File: src/rtl/sadc_pkg.sv
// sadc_pkg: register map, field positions, reset values and timing
// for the converter sequencer; shared by the sequencer and its engine.
`default_nettype none
package sadc_pkg;
	// register byte offsets
	localparam logic [7:0] OFF_CTRL   = 8'h00;
	localparam logic [7:0] OFF_STATUS = 8'h04;
	localparam logic [7:0] OFF_MASK   = 8'h08;
	localparam logic [7:0] OFF_RES0   = 8'h10;
	// control field positions
	localparam int CTRL_START  = 0;
	localparam int CTRL_SCAN   = 1;
	localparam int CTRL_SRC_LO = 2;
	localparam int CTRL_CH_LO  = 4;
	localparam int CTRL_CNT_LO = 8;
	localparam logic [31:0] CTRL_RESET = 32'h0000_0000;
	localparam logic [31:0] MASK_RESET = 32'h0000_0000;
	// status bits
	localparam int ST_END  = 0;
	localparam int ST_PASS = 1;
	// start sources
	typedef enum logic [1:0] {
		sadc_src_soft,
		sadc_src_timer,
		sadc_src_pin
	} sadc_src_e;
	// timing: 6.7 us at 20 MHz is 134 cycles of a 50 ns clock
	localparam int REF_CYCLES_PER_CONV = 134;
	localparam int RESULT_BITS         = 10;
	localparam int SAMPLE_CYCLES       = REF_CYCLES_PER_CONV - 4 * 10 - 2;
	localparam int STEP_CYCLES         = 4;
endpackage
`default_nettype wire

File: src/rtl/sadc_if.sv
// sadc_if: carries conversion requests and results between the
// sequencer and its successive-approximation engine.
`default_nettype none
interface sadc_if;
	logic       go;
	logic [2:0] chan;
	logic       done;
	logic [9:0] result;
	modport seq (output go, output chan, input done, input result);
	modport eng (input go, input chan, output done, output result);
endinterface
`default_nettype wire

File: src/rtl/sar_adc_sequencer.sv
// sar_adc_sequencer: control logic for a 10-bit SAR converter, APB slave.
// assumes an analog comparator and sample switch outside; one clock.
// Functional notes
// - each conversion is a 10-bit successive-approximation search
// - single mode converts one channel; scan mode one to four
// - single conversion starts when start bit becomes 1 via source; here only software sets it, and a timer or pin source then triggers
// - finished conversion sets the conversion end flag; in scan mode the code sets it only when the last slot of a pass finishes
// - end flag with interrupt enable raises the end interrupt
// - scan keeps cycling until software writes start bit 0
// - scan raises end interrupt after first full pass
// - start source is software, timer trigger, or pin edge
// - four result registers, one per scan slot
// - per-channel conversion within 6.7 us at 20 MHz timing
// - channel select covers eight analog inputs
//
// Our own choices: the APB interface to the registers and the register offsets.
`default_nettype none
module sar_adc_sequencer (
	// clock and reset
	input  wire logic        clk,
	input  wire logic        reset,
	// apb slave
	input  wire logic        psel,
	input  wire logic        penable,
	input  wire logic        pwrite,
	input  wire logic [7:0]  paddr,
	input  wire logic [31:0] pwdata,
	output logic [31:0]      prdata,
	output logic             pready,
	output logic             pslverr,
	// triggers
	input  wire logic        timer_trigger,
	input  wire logic        external_trigger_pin,
	// analog front end
	output logic             sample,
	output logic [9:0]       dac_code,
	output logic [2:0]       channel_sel,
	input  wire logic        cmp_hi,
	// interrupt
	output logic             conversion_end_interrupt
);
	sadc_if link ();
	sadc_sar u_sar (
		.clk      (clk),
		.reset    (reset),
		.sample   (sample),
		.dac_code (dac_code),
		.cmp_hi   (cmp_hi),
		.req      (link)
	);

	logic [31:0] ctrl;
	logic [1:0]  status;
	logic [1:0]  end_interrupt_enable;
	logic [9:0]  res [4];
	logic [2:0]  pin_sync;
	logic        pin_level;
	logic        busy;
	logic [1:0]  slot;
	logic        first_pass;
	logic        go_q;
	logic [2:0]  chan_q;

	wire conversion_start_bit = ctrl[sadc_pkg::CTRL_START];
	wire scan_mode = ctrl[sadc_pkg::CTRL_SCAN];
	wire [1:0] src = ctrl[sadc_pkg::CTRL_SRC_LO +: 2];
	wire [2:0] ch_base = ctrl[sadc_pkg::CTRL_CH_LO +: 3];
	wire [1:0] ch_last = ctrl[sadc_pkg::CTRL_CNT_LO +: 2];

	function automatic logic is_reg(input logic [7:0] a,
		input logic [7:0] off);
		return a == off;
	endfunction

	wire wr = psel && penable && pwrite;
	wire rd_ok = psel && !penable;
	// pin edge: second and third stages agree on a new high
	// a one-cycle glitch never reaches agreement, so it is filtered
	wire pin_rise = pin_sync[1] && pin_sync[2] && !pin_level;

	logic trig;
	always_comb begin
		unique case (src)
			2'(sadc_pkg::sadc_src_timer): trig = timer_trigger;
			2'(sadc_pkg::sadc_src_pin):   trig = pin_rise;
			default:                      trig = 1'b1;
		endcase
	end

	wire wr_ctrl = wr && is_reg(paddr, sadc_pkg::OFF_CTRL);
	wire pass_end = link.done && scan_mode && slot == ch_last;
	wire single_end = link.done && !scan_mode;

	always_ff @(posedge clk) begin
		if (reset)
			pin_sync <= 3'h0;
		else
			pin_sync <= {pin_sync[1:0], external_trigger_pin};
	end

	// filtered pin level: follows only once two stages agree
	always_ff @(posedge clk) begin
		if (reset)
			pin_level <= 1'b0;
		else if (pin_sync[1] == pin_sync[2])
			pin_level <= pin_sync[2];
	end

	// control register and auto-clear
	always_ff @(posedge clk) begin
		if (reset)
			ctrl <= sadc_pkg::CTRL_RESET;
		else if (wr_ctrl)
			ctrl <= pwdata & 32'h0000_037F;
		else if (single_end)
			ctrl[sadc_pkg::CTRL_START] <= 1'b0;
	end

	// sequencer: go issues a conversion when armed and triggered
	always_ff @(posedge clk) begin
		if (reset) begin
			busy <= 1'b0;
			slot <= 2'h0;
			go_q <= 1'b0;
			chan_q <= 3'h0;
			first_pass <= 1'b0;
		end else begin
			go_q <= 1'b0;
			if (!conversion_start_bit || wr_ctrl) begin
				busy <= 1'b0;
				slot <= 2'h0;
				first_pass <= 1'b0;
			end else if (!busy) begin
				if (trig) begin
					busy <= 1'b1;
					go_q <= 1'b1;
					slot <= 2'h0;
					chan_q <= ch_base;
				end
			end else if (link.done) begin
				if (scan_mode) begin
					slot <= (slot == ch_last) ? 2'h0 : slot + 2'h1;
					chan_q <= (slot == ch_last) ? ch_base :
						3'(ch_base + 3'(slot) + 3'h1);
					go_q <= 1'b1;
					if (slot == ch_last)
						first_pass <= 1'b1;
				end else
					busy <= 1'b0;
			end
		end
	end
	assign link.go = go_q;
	assign link.chan = chan_q;

	always_ff @(posedge clk) begin
		if (reset)
			channel_sel <= 3'h0;
		else
			channel_sel <= chan_q;
	end

	genvar gi;
	generate
		for (gi = 0; gi < 4; gi++) begin : g_res
			always_ff @(posedge clk) begin
				if (reset)
					res[gi] <= 10'h000;
				else if (link.done && slot == 2'(gi))
					res[gi] <= link.result;
			end
		end
	endgenerate

	// sticky end flags, write one to clear; set wins
	always_ff @(posedge clk) begin
		if (reset)
			status <= 2'h0;
		else begin
			for (int i = 0; i < 2; i++) begin
				if (wr && is_reg(paddr, sadc_pkg::OFF_STATUS) && pwdata[i])
					status[i] <= 1'b0;
			end
			if (single_end || pass_end)
				status[sadc_pkg::ST_END] <= 1'b1;
			if (pass_end && !first_pass)
				status[sadc_pkg::ST_PASS] <= 1'b1;
		end
	end

	always_ff @(posedge clk) begin
		if (reset)
			end_interrupt_enable <= 2'(sadc_pkg::MASK_RESET);
		else if (wr && is_reg(paddr, sadc_pkg::OFF_MASK))
			end_interrupt_enable <= pwdata[1:0];
	end

	always_ff @(posedge clk) begin
		if (reset)
			conversion_end_interrupt <= 1'b0;
		else
			conversion_end_interrupt <= |(status & end_interrupt_enable);
	end

	// apb: no wait states, read data registered in setup cycle
	always_ff @(posedge clk) begin
		if (reset) begin
			prdata <= 32'h0000_0000;
			pready <= 1'b0;
			pslverr <= 1'b0;
		end else begin
			pready <= rd_ok;
			pslverr <= 1'b0;
			if (rd_ok) begin
				prdata <= 32'h0000_0000;
				if (is_reg(paddr, sadc_pkg::OFF_CTRL))
					prdata <= ctrl;
				else if (is_reg(paddr, sadc_pkg::OFF_STATUS))
					prdata <= {30'h0, status};
				else if (is_reg(paddr, sadc_pkg::OFF_MASK))
					prdata <= {30'h0, end_interrupt_enable};
				else if (paddr[7:4] == 4'h1 && paddr[1:0] == 2'h0)
					prdata <= {22'h0, res[paddr[3:2]]};
				else
					pslverr <= 1'b1;
			end
		end
	end
endmodule // sar_adc_sequencer
`default_nettype wire

File: src/rtl/sadc_sar.sv
// sadc_sar: successive-approximation engine; one conversion per go.
// assumes an external comparator answers within one step period.
`default_nettype none
module sadc_sar (
	// clock and reset
	input  wire logic clk,
	input  wire logic reset,
	// analog front end
	output logic       sample,
	output logic [9:0] dac_code,
	input  wire logic  cmp_hi,
	// sequencer side
	sadc_if.eng        req
);
	typedef enum {s_idle, s_samp, s_step} sadc_st_e;
	sadc_st_e  st;
	logic [7:0] cnt;
	logic [3:0] bit_i;
	always_ff @(posedge clk) begin
		if (reset) begin
			st <= s_idle;
			cnt <= 8'h00;
			bit_i <= 4'h0;
			sample <= 1'b0;
			dac_code <= 10'h000;
			req.done <= 1'b0;
			req.result <= 10'h000;
		end else begin
			req.done <= 1'b0;
			unique case (st)
				s_idle: begin
					if (req.go) begin
						st <= s_samp;
						sample <= 1'b1;
						cnt <= 8'(sadc_pkg::SAMPLE_CYCLES);
					end
				end
				s_samp: begin
					if (cnt == 8'h00) begin
						sample <= 1'b0;
						st <= s_step;
						bit_i <= 4'h9;
						dac_code <= 10'h200;
						cnt <= 8'(sadc_pkg::STEP_CYCLES - 1);
					end else
						cnt <= cnt - 8'h01;
				end
				s_step: begin
					if (cnt != 8'h00)
						cnt <= cnt - 8'h01;
					else begin
						if (!cmp_hi)
							dac_code[bit_i] <= 1'b0;
						if (bit_i == 4'h0) begin
							st <= s_idle;
							req.done <= 1'b1;
							req.result <= {dac_code[9:1],
								cmp_hi ? dac_code[0] : 1'b0};
						end else begin
							dac_code[bit_i - 4'h1] <= 1'b1;
							bit_i <= bit_i - 4'h1;
							cnt <= 8'(sadc_pkg::STEP_CYCLES - 1);
						end
					end
				end
			endcase
		end
	end
endmodule // sadc_sar
`default_nettype wire

File: config.mk
export PLATFORM = sky130hd
export DESIGN_NAME = sar_adc_sequencer
export DESIGN_NICKNAME = d
export VERILOG_FILES = /design/src/rtl/sadc_pkg.sv /design/src/rtl/sadc_if.sv /design/src/rtl/sar_adc_sequencer.sv /design/src/rtl/sadc_sar.sv
export SDC_FILE = /design/constraint.sdc
export NUM_CORES = 1
export LEC_CHECK = 0
export ABC_AREA = 1
export BUFFER_PORTS_ARGS = -buffer_cell sky130_fd_sc_hd__buf_2
export CORE_UTILIZATION = 43
export CTS_BUF_LIST = sky130_fd_sc_hd__clkbuf_4
export DETAILED_ROUTE_END_ITERATION = 12
export GPL_TIMING_DRIVEN = 1
export PLACE_DENSITY = 0.69
export SLEW_MARGIN = 10
export SYNTH_ARGS = -nofsm -noshare
export SYNTH_HDL_FRONTEND = slang
export SYNTH_HIERARCHICAL = 1
export SYNTH_SLANG_ARGS = --single-unit
File: constraint.sdc
create_clock -name clk -period 3.15 [get_ports clk]
set_input_delay 0.1575 -clock clk [delete_from_list [all_inputs] [get_ports clk]]
set_output_delay 0.1575 -clock clk [all_outputs]
set_load 0.01 [all_outputs]
---- Yosys cells after proc, flatten, opt, wreduce, memory -nomap -nowiden ----
Memory sizes are Yosys's and may differ from the RTL's.
Index checks and enable logic that the tools add are counted.
storage, ports and cells
  bits in registers ....................... 129
  bits in writable memories ............... 40
  input bits .............................. 48
  output and inout port bits .............. 49
  logic and storage cells ................. 197
  memories ................................ 1
memories
  name  words  bits a word  read ports  clocked after Yosys merged registers in  write ports  RTL line                 RTL
  res   4      10           1           0                                        4            sar_adc_sequencer.sv:55  logic [9:0] res [4];
operators by class
  add/subtract/negate cells ............... 5
  $lt $le $gt $ge ......................... 4
  eq/ne operators ......................... 20
  mux-type cells .......................... 77
  bitwise gates (word level) .............. 12
  reductions and logical operators ........ 54
operators with widths
  operator                                                                       count
  10-bit 2-to-1 mux                                                              15
  32-bit 2-to-1 mux                                                              4
  32-bit one-hot mux with 3 select lines                                         1
  1-bit 2-to-1 mux                                                               33
  32-bit by 1-bit equality test with 1-bit output (second input constant)        1
  32-bit by 2-bit equality test with 1-bit output (second input constant)        1
  32-bit logical NOT                                                             1
  8-bit 2-to-1 mux                                                               4
  8-bit one-hot mux with 3 select lines                                          1
  1-bit logical AND                                                              21
  10-bit one-hot mux with 2 select lines                                         1
  8-bit logical NOT                                                              2
  4-bit AND reduction                                                            4
  3-bit 2-to-1 mux                                                               5
  4-bit 2-to-1 mux                                                               3
  3-bit AND reduction                                                            4
  2-bit nonzero test                                                             6
  10-bit bitwise AND                                                             1
  4-bit by 5-bit less-than comparator with 1-bit output (second input constant)  2
  2-bit 2-to-1 mux                                                               5
  10-bit NOT                                                                     1
  10-bit OR                                                                      1
  1-bit demux with 4-bit select                                                  2
  8-bit by 3-bit equality test with 1-bit output (second input constant)         1
  other kinds (29)                                                               52

---- Depth between registers and ports, before layout ----
  depth in word-level cells ............... 14
  depth in mapped cells ................... 10
  gate-level depth less buffers ........... 10

---- By module ----
Netlist, hierarchy kept.
by module, submodules not included
  module             times used  cells each  area an instance (um^2)  sequential area each (um^2)
  sar_adc_sequencer  1           439         3,766.1                  2,021.9
  sadc_sar           1           284         1,933.1                  720.7

---- Worst setup path after synthesis ----
No wires, ideal clock.
  kind .................................... reg-to-reg
  from .................................... register u_sar.bit_i[0]
  to ...................................... register u_sar.cnt[4]
  setup time .............................. 0.113 ns
  data arrival time ....................... 1.460 ns
  required time ........................... 3.037 ns
  setup slack ............................. 1.577 ns
  stages on the path, launching flop included .. 10
  path buffers ............................ 0
  clock period less this slack ............ 1.573 ns
  cell sequence ........................... dfxtp_1 inv_1 ha_1 nand3_1 inv_1 nand3_4 nand2_4 inv_2 o21ai_1 nor2_1
on the way
  word-level cells in the longest chain between the ends .. 3
RTL lines
  what                                                        RTL line        RTL
  start, declared                                             sadc_sar.sv:18  logic [3:0] bit_i;
  start signal, assigned                                      sadc_sar.sv:61  bit_i <= bit_i - 4'h1;
  4-bit logical NOT                                           sadc_sar.sv:54  if (bit_i == 4'h0) begin
  3-bit by 2-bit inequality test with 1-bit output (no line)  n/a
  2-bit AND reduction (no line)                               n/a
  end signal, assigned                                        sadc_sar.sv:46  cnt <= cnt - 8'h01;
  end signal, assigned                                        sadc_sar.sv:50  cnt <= cnt - 8'h01;
  end signal, assigned                                        sadc_sar.sv:62  cnt <= 8'(sadc_pkg::STEP_CYCLES - 1);
  end, declared                                               sadc_sar.sv:17  logic [7:0] cnt;
Every way passes these cells.
A chain may end at the register's enable or synchronous reset.

---- Worst setup path after layout ----
  from .................................... register u_sar.bit_i[0]
  to ...................................... register u_sar.cnt[6]
Same word-level chain as after synthesis.

==> reports/metrics.cfg <==
[placed_design]
gp_congestion=0.863
post-place-ws_ns=1.16
dpl.hpwl_mm=8.61
numPortBuffers=51
dp_cells=932

[critical_path]
max_stage_delay_ns=0.37
r2r-start=u_sar/bit_i[0]
crit_chain=inv_1, ha_1, nand3_1, inv_1, nand3_4, nand2_4, inv_2, o21ai_1, nor2_1
r2r_cells=9
crit_path_start_kind=flip-flop
critical_path_class=flip-flop to flip-flop
crit_path_frequent_cell=inv_1
cp_slowest_cell=dfxtp_1
cp_max_fo=16
timing.rr.end=u_sar/cnt[6]
end_kind=flip-flop
cp.arrival_ns=2.46
r2r_slack_ns=1.11
cp.required_ns=3.56

[final_layout]
final_util_pct=50.6
drive_gt1_share_pct=13.2
num-nets-final=859
antenna_cells=0
fin_cells=976
area_growth_pct=13.3

[clock_tree]
cts_buffer_depth=2
tritoncts=built
cts-root-buf=clkbuf_4
clk_pin_slew_ns=0.11
numClockSinks=117
postCtsHoldBufs=12
cts_setup_buffers=0
cts_buffers=17
cts.repair.resized=0
htreeDepth=4
clk_latency_ns=0.53

[pwr]
p_leak_nw=2.67
vdd_drop_max_mv=0.573
power_mw=4.33
powerDensity_nw_per_um2=670

[global_routing]
grt_use_total_pct=19.5
met3_usage_pct=5.61
use_met2_pct=31.3
grt_start_max_net_pins=44
busiest_layer=met2
grt_pass1_wl_mm=20.3
grt_pass1_vias=4257
grt_antenna_before_repair=0
overflow=0
use_met1_pct=25.1

[route]
dr_total_vias=4722
post_drt_wl_per_cell_um=12.6
drtIter0Drc=325
routed_via_density=4.84
totalWireLength_mm=12.3
drc=0
ant_nets=0
drt_first_pass_iters=5

[synthesis]
yosys.area.top_type_share_pct=27.0
synth.area.top_cells=dfxtp_1 (27%), edfxtp_1 (21%), nand2_1 (11%)
synth_edf_count=40
synth_warnings=6
ys_seq_elements=117
synth_top_area_cell=dfxtp_1
synth.distinct_cells=38
avgSynthCellArea_um2=7.88
async_reset_ff_share_pct=0
yosysMostFrequentCell=nand2_1
synth_common_cells=nand2_1 (163), nor2_1 (120), dfxtp_1 (77)
synthCells=723
synth_area_um2=5700
synthFlopType=dfxtp_1
ys_seq_area_share_pct=48.1

[timing]
fmax_mhz=490
fin_crit_sh_pct=64.8
drv_slew=0
rsz0062_at_grt=false
finalSetupTns_ns=0
skew_ns=0.0177
min_period_ns=2.04
hold_violations=0
worstMarginPinSlew_ns=0.515
setup_ws_ns=1.11
setup_viol=0
slew_headroom_pct=65.6

[floorplanning]
die_y_um=117
core_um2=12800
fp.dieW_um=117
start_util_pct=44.6
boundaryPins=97
die_area_um2=13700
num_rows=41

[worst_hold_path]
whs_endpoint=prdata[7]
hold_depth=5
worstHoldStart=paddr[4]
hold_class=input port to flip-flop

[status]
status=finished clean

[job]
max_cap_viol_count=0

==> stage by stage <==
stage                     cell area [um^2]  hold WS, ns
after detailed placement              6020        0.380
after global placement                6020        0.367
final                                 6460       0.0630
after global routing                  6460       0.0474
after CTS                             6460       0.0171
after floorplan                       5780        0.264
==> per-layer routing <==
metal / vias up / routed length [um]
met5: - / 0
met4: 0 / 145
met3: 14 / 652
met2: 108 / 5750
met1: 2161 / 5770
li1: 2439 / -
==> layout by cell type (no fill, tap or decap), types with 2 or more instances in the layout <==
cell type	count
nor3_1	5
nor2_2	4
nand2_1	163
nand3_4	2
nand2_4	2
nand3b_1	3
xnor2_1	5
dlygate4sd3_1	12
conb_1	22
nand4_1	7
edfxtp_1	40
inv_2	7
nor3_2	2
bufinv_16	4
o211ai_1	2
inv_1	71
clkinv_4	3
ha_1	19
nor2_1	120
a22oi_1	6
a21oi_1	54
nand3_1	33
o21ai_0	41
nand2_2	3
clkbuf_4	18
o21ai_1	7
a31oi_1	4
clkinv_2	2
clkinv_1	4
buf_2	51
dfxtp_1	77
==> worst max-delay path: cells and delay by family (launching register included) <==
| kind | cells | cell delay, ns |
|---|---|---|
| compound gates | 1 | 0.13 |
| fa+ha+maj | 1 | 0.29 |
| buf+inv | 3 | 0.49 |
| flops | 1 | 0.37 |
| simple gates | 4 | 0.64 |
==> state kept, by name (all words and copies together) (netlist names), 3 cells and up <==
register          count
chan_q                3
channel_sel           3
ctrl                  9
pin_sync              3
prdata               10
res                  40
u_sar/bit_i           4
u_sar/cnt             8
u_sar/dac_code       10
u_sar/req.result     10
==> cells by family after synthesis <==
family,after synthesis,share of synthesized area (%)
fa+ha+maj,20,4.52
flops,117,48.1
compound gates,115,10.6
other cells,1,0.0658
simple gates,348,26.3
buf+inv,116,9.44
xor+xnor,6,0.922
==> worst max path at each step <==
stage	start	endpoint	slack, ns
global placement	u_sar/bit_i[0]	u_sar/cnt[4]	1.20
finish	u_sar/bit_i[0]	u_sar/cnt[6]	1.11
global route	u_sar/bit_i[0]	u_sar/cnt[6]	0.90
CTS	u_sar/bit_i[0]	u_sar/cnt[6]	1.13
floorplan	u_sar/bit_i[0]	u_sar/cnt[4]	1.58
detailed placement	u_sar/bit_i[0]	u_sar/cnt[6]	1.16
==> cell type report <==
type | count | area (um^2)
Timing Repair Buffer | 64 | 383
Clock inverter | 14 | 184
Multi-Input combinational cell | 511 | 2500
Clock buffer | 18 | 135
Tap cell | 172 | 215
Fill cell | 1221 | 6310
Sequential cell | 117 | 2740
Inverter | 80 | 303
==> report_power, final <==
part / total [mW] / leakage (nW) / switching (mW) / internal, mW
sequential: 1.77 / 1.02 / 0.0942 / 1.68
clock: 1.23 / 0.169 / 0.592 / 0.634
combinational: 1.33 / 1.48 / 0.906 / 0.429
No activity file was read; power rests on OpenSTA's default activity.
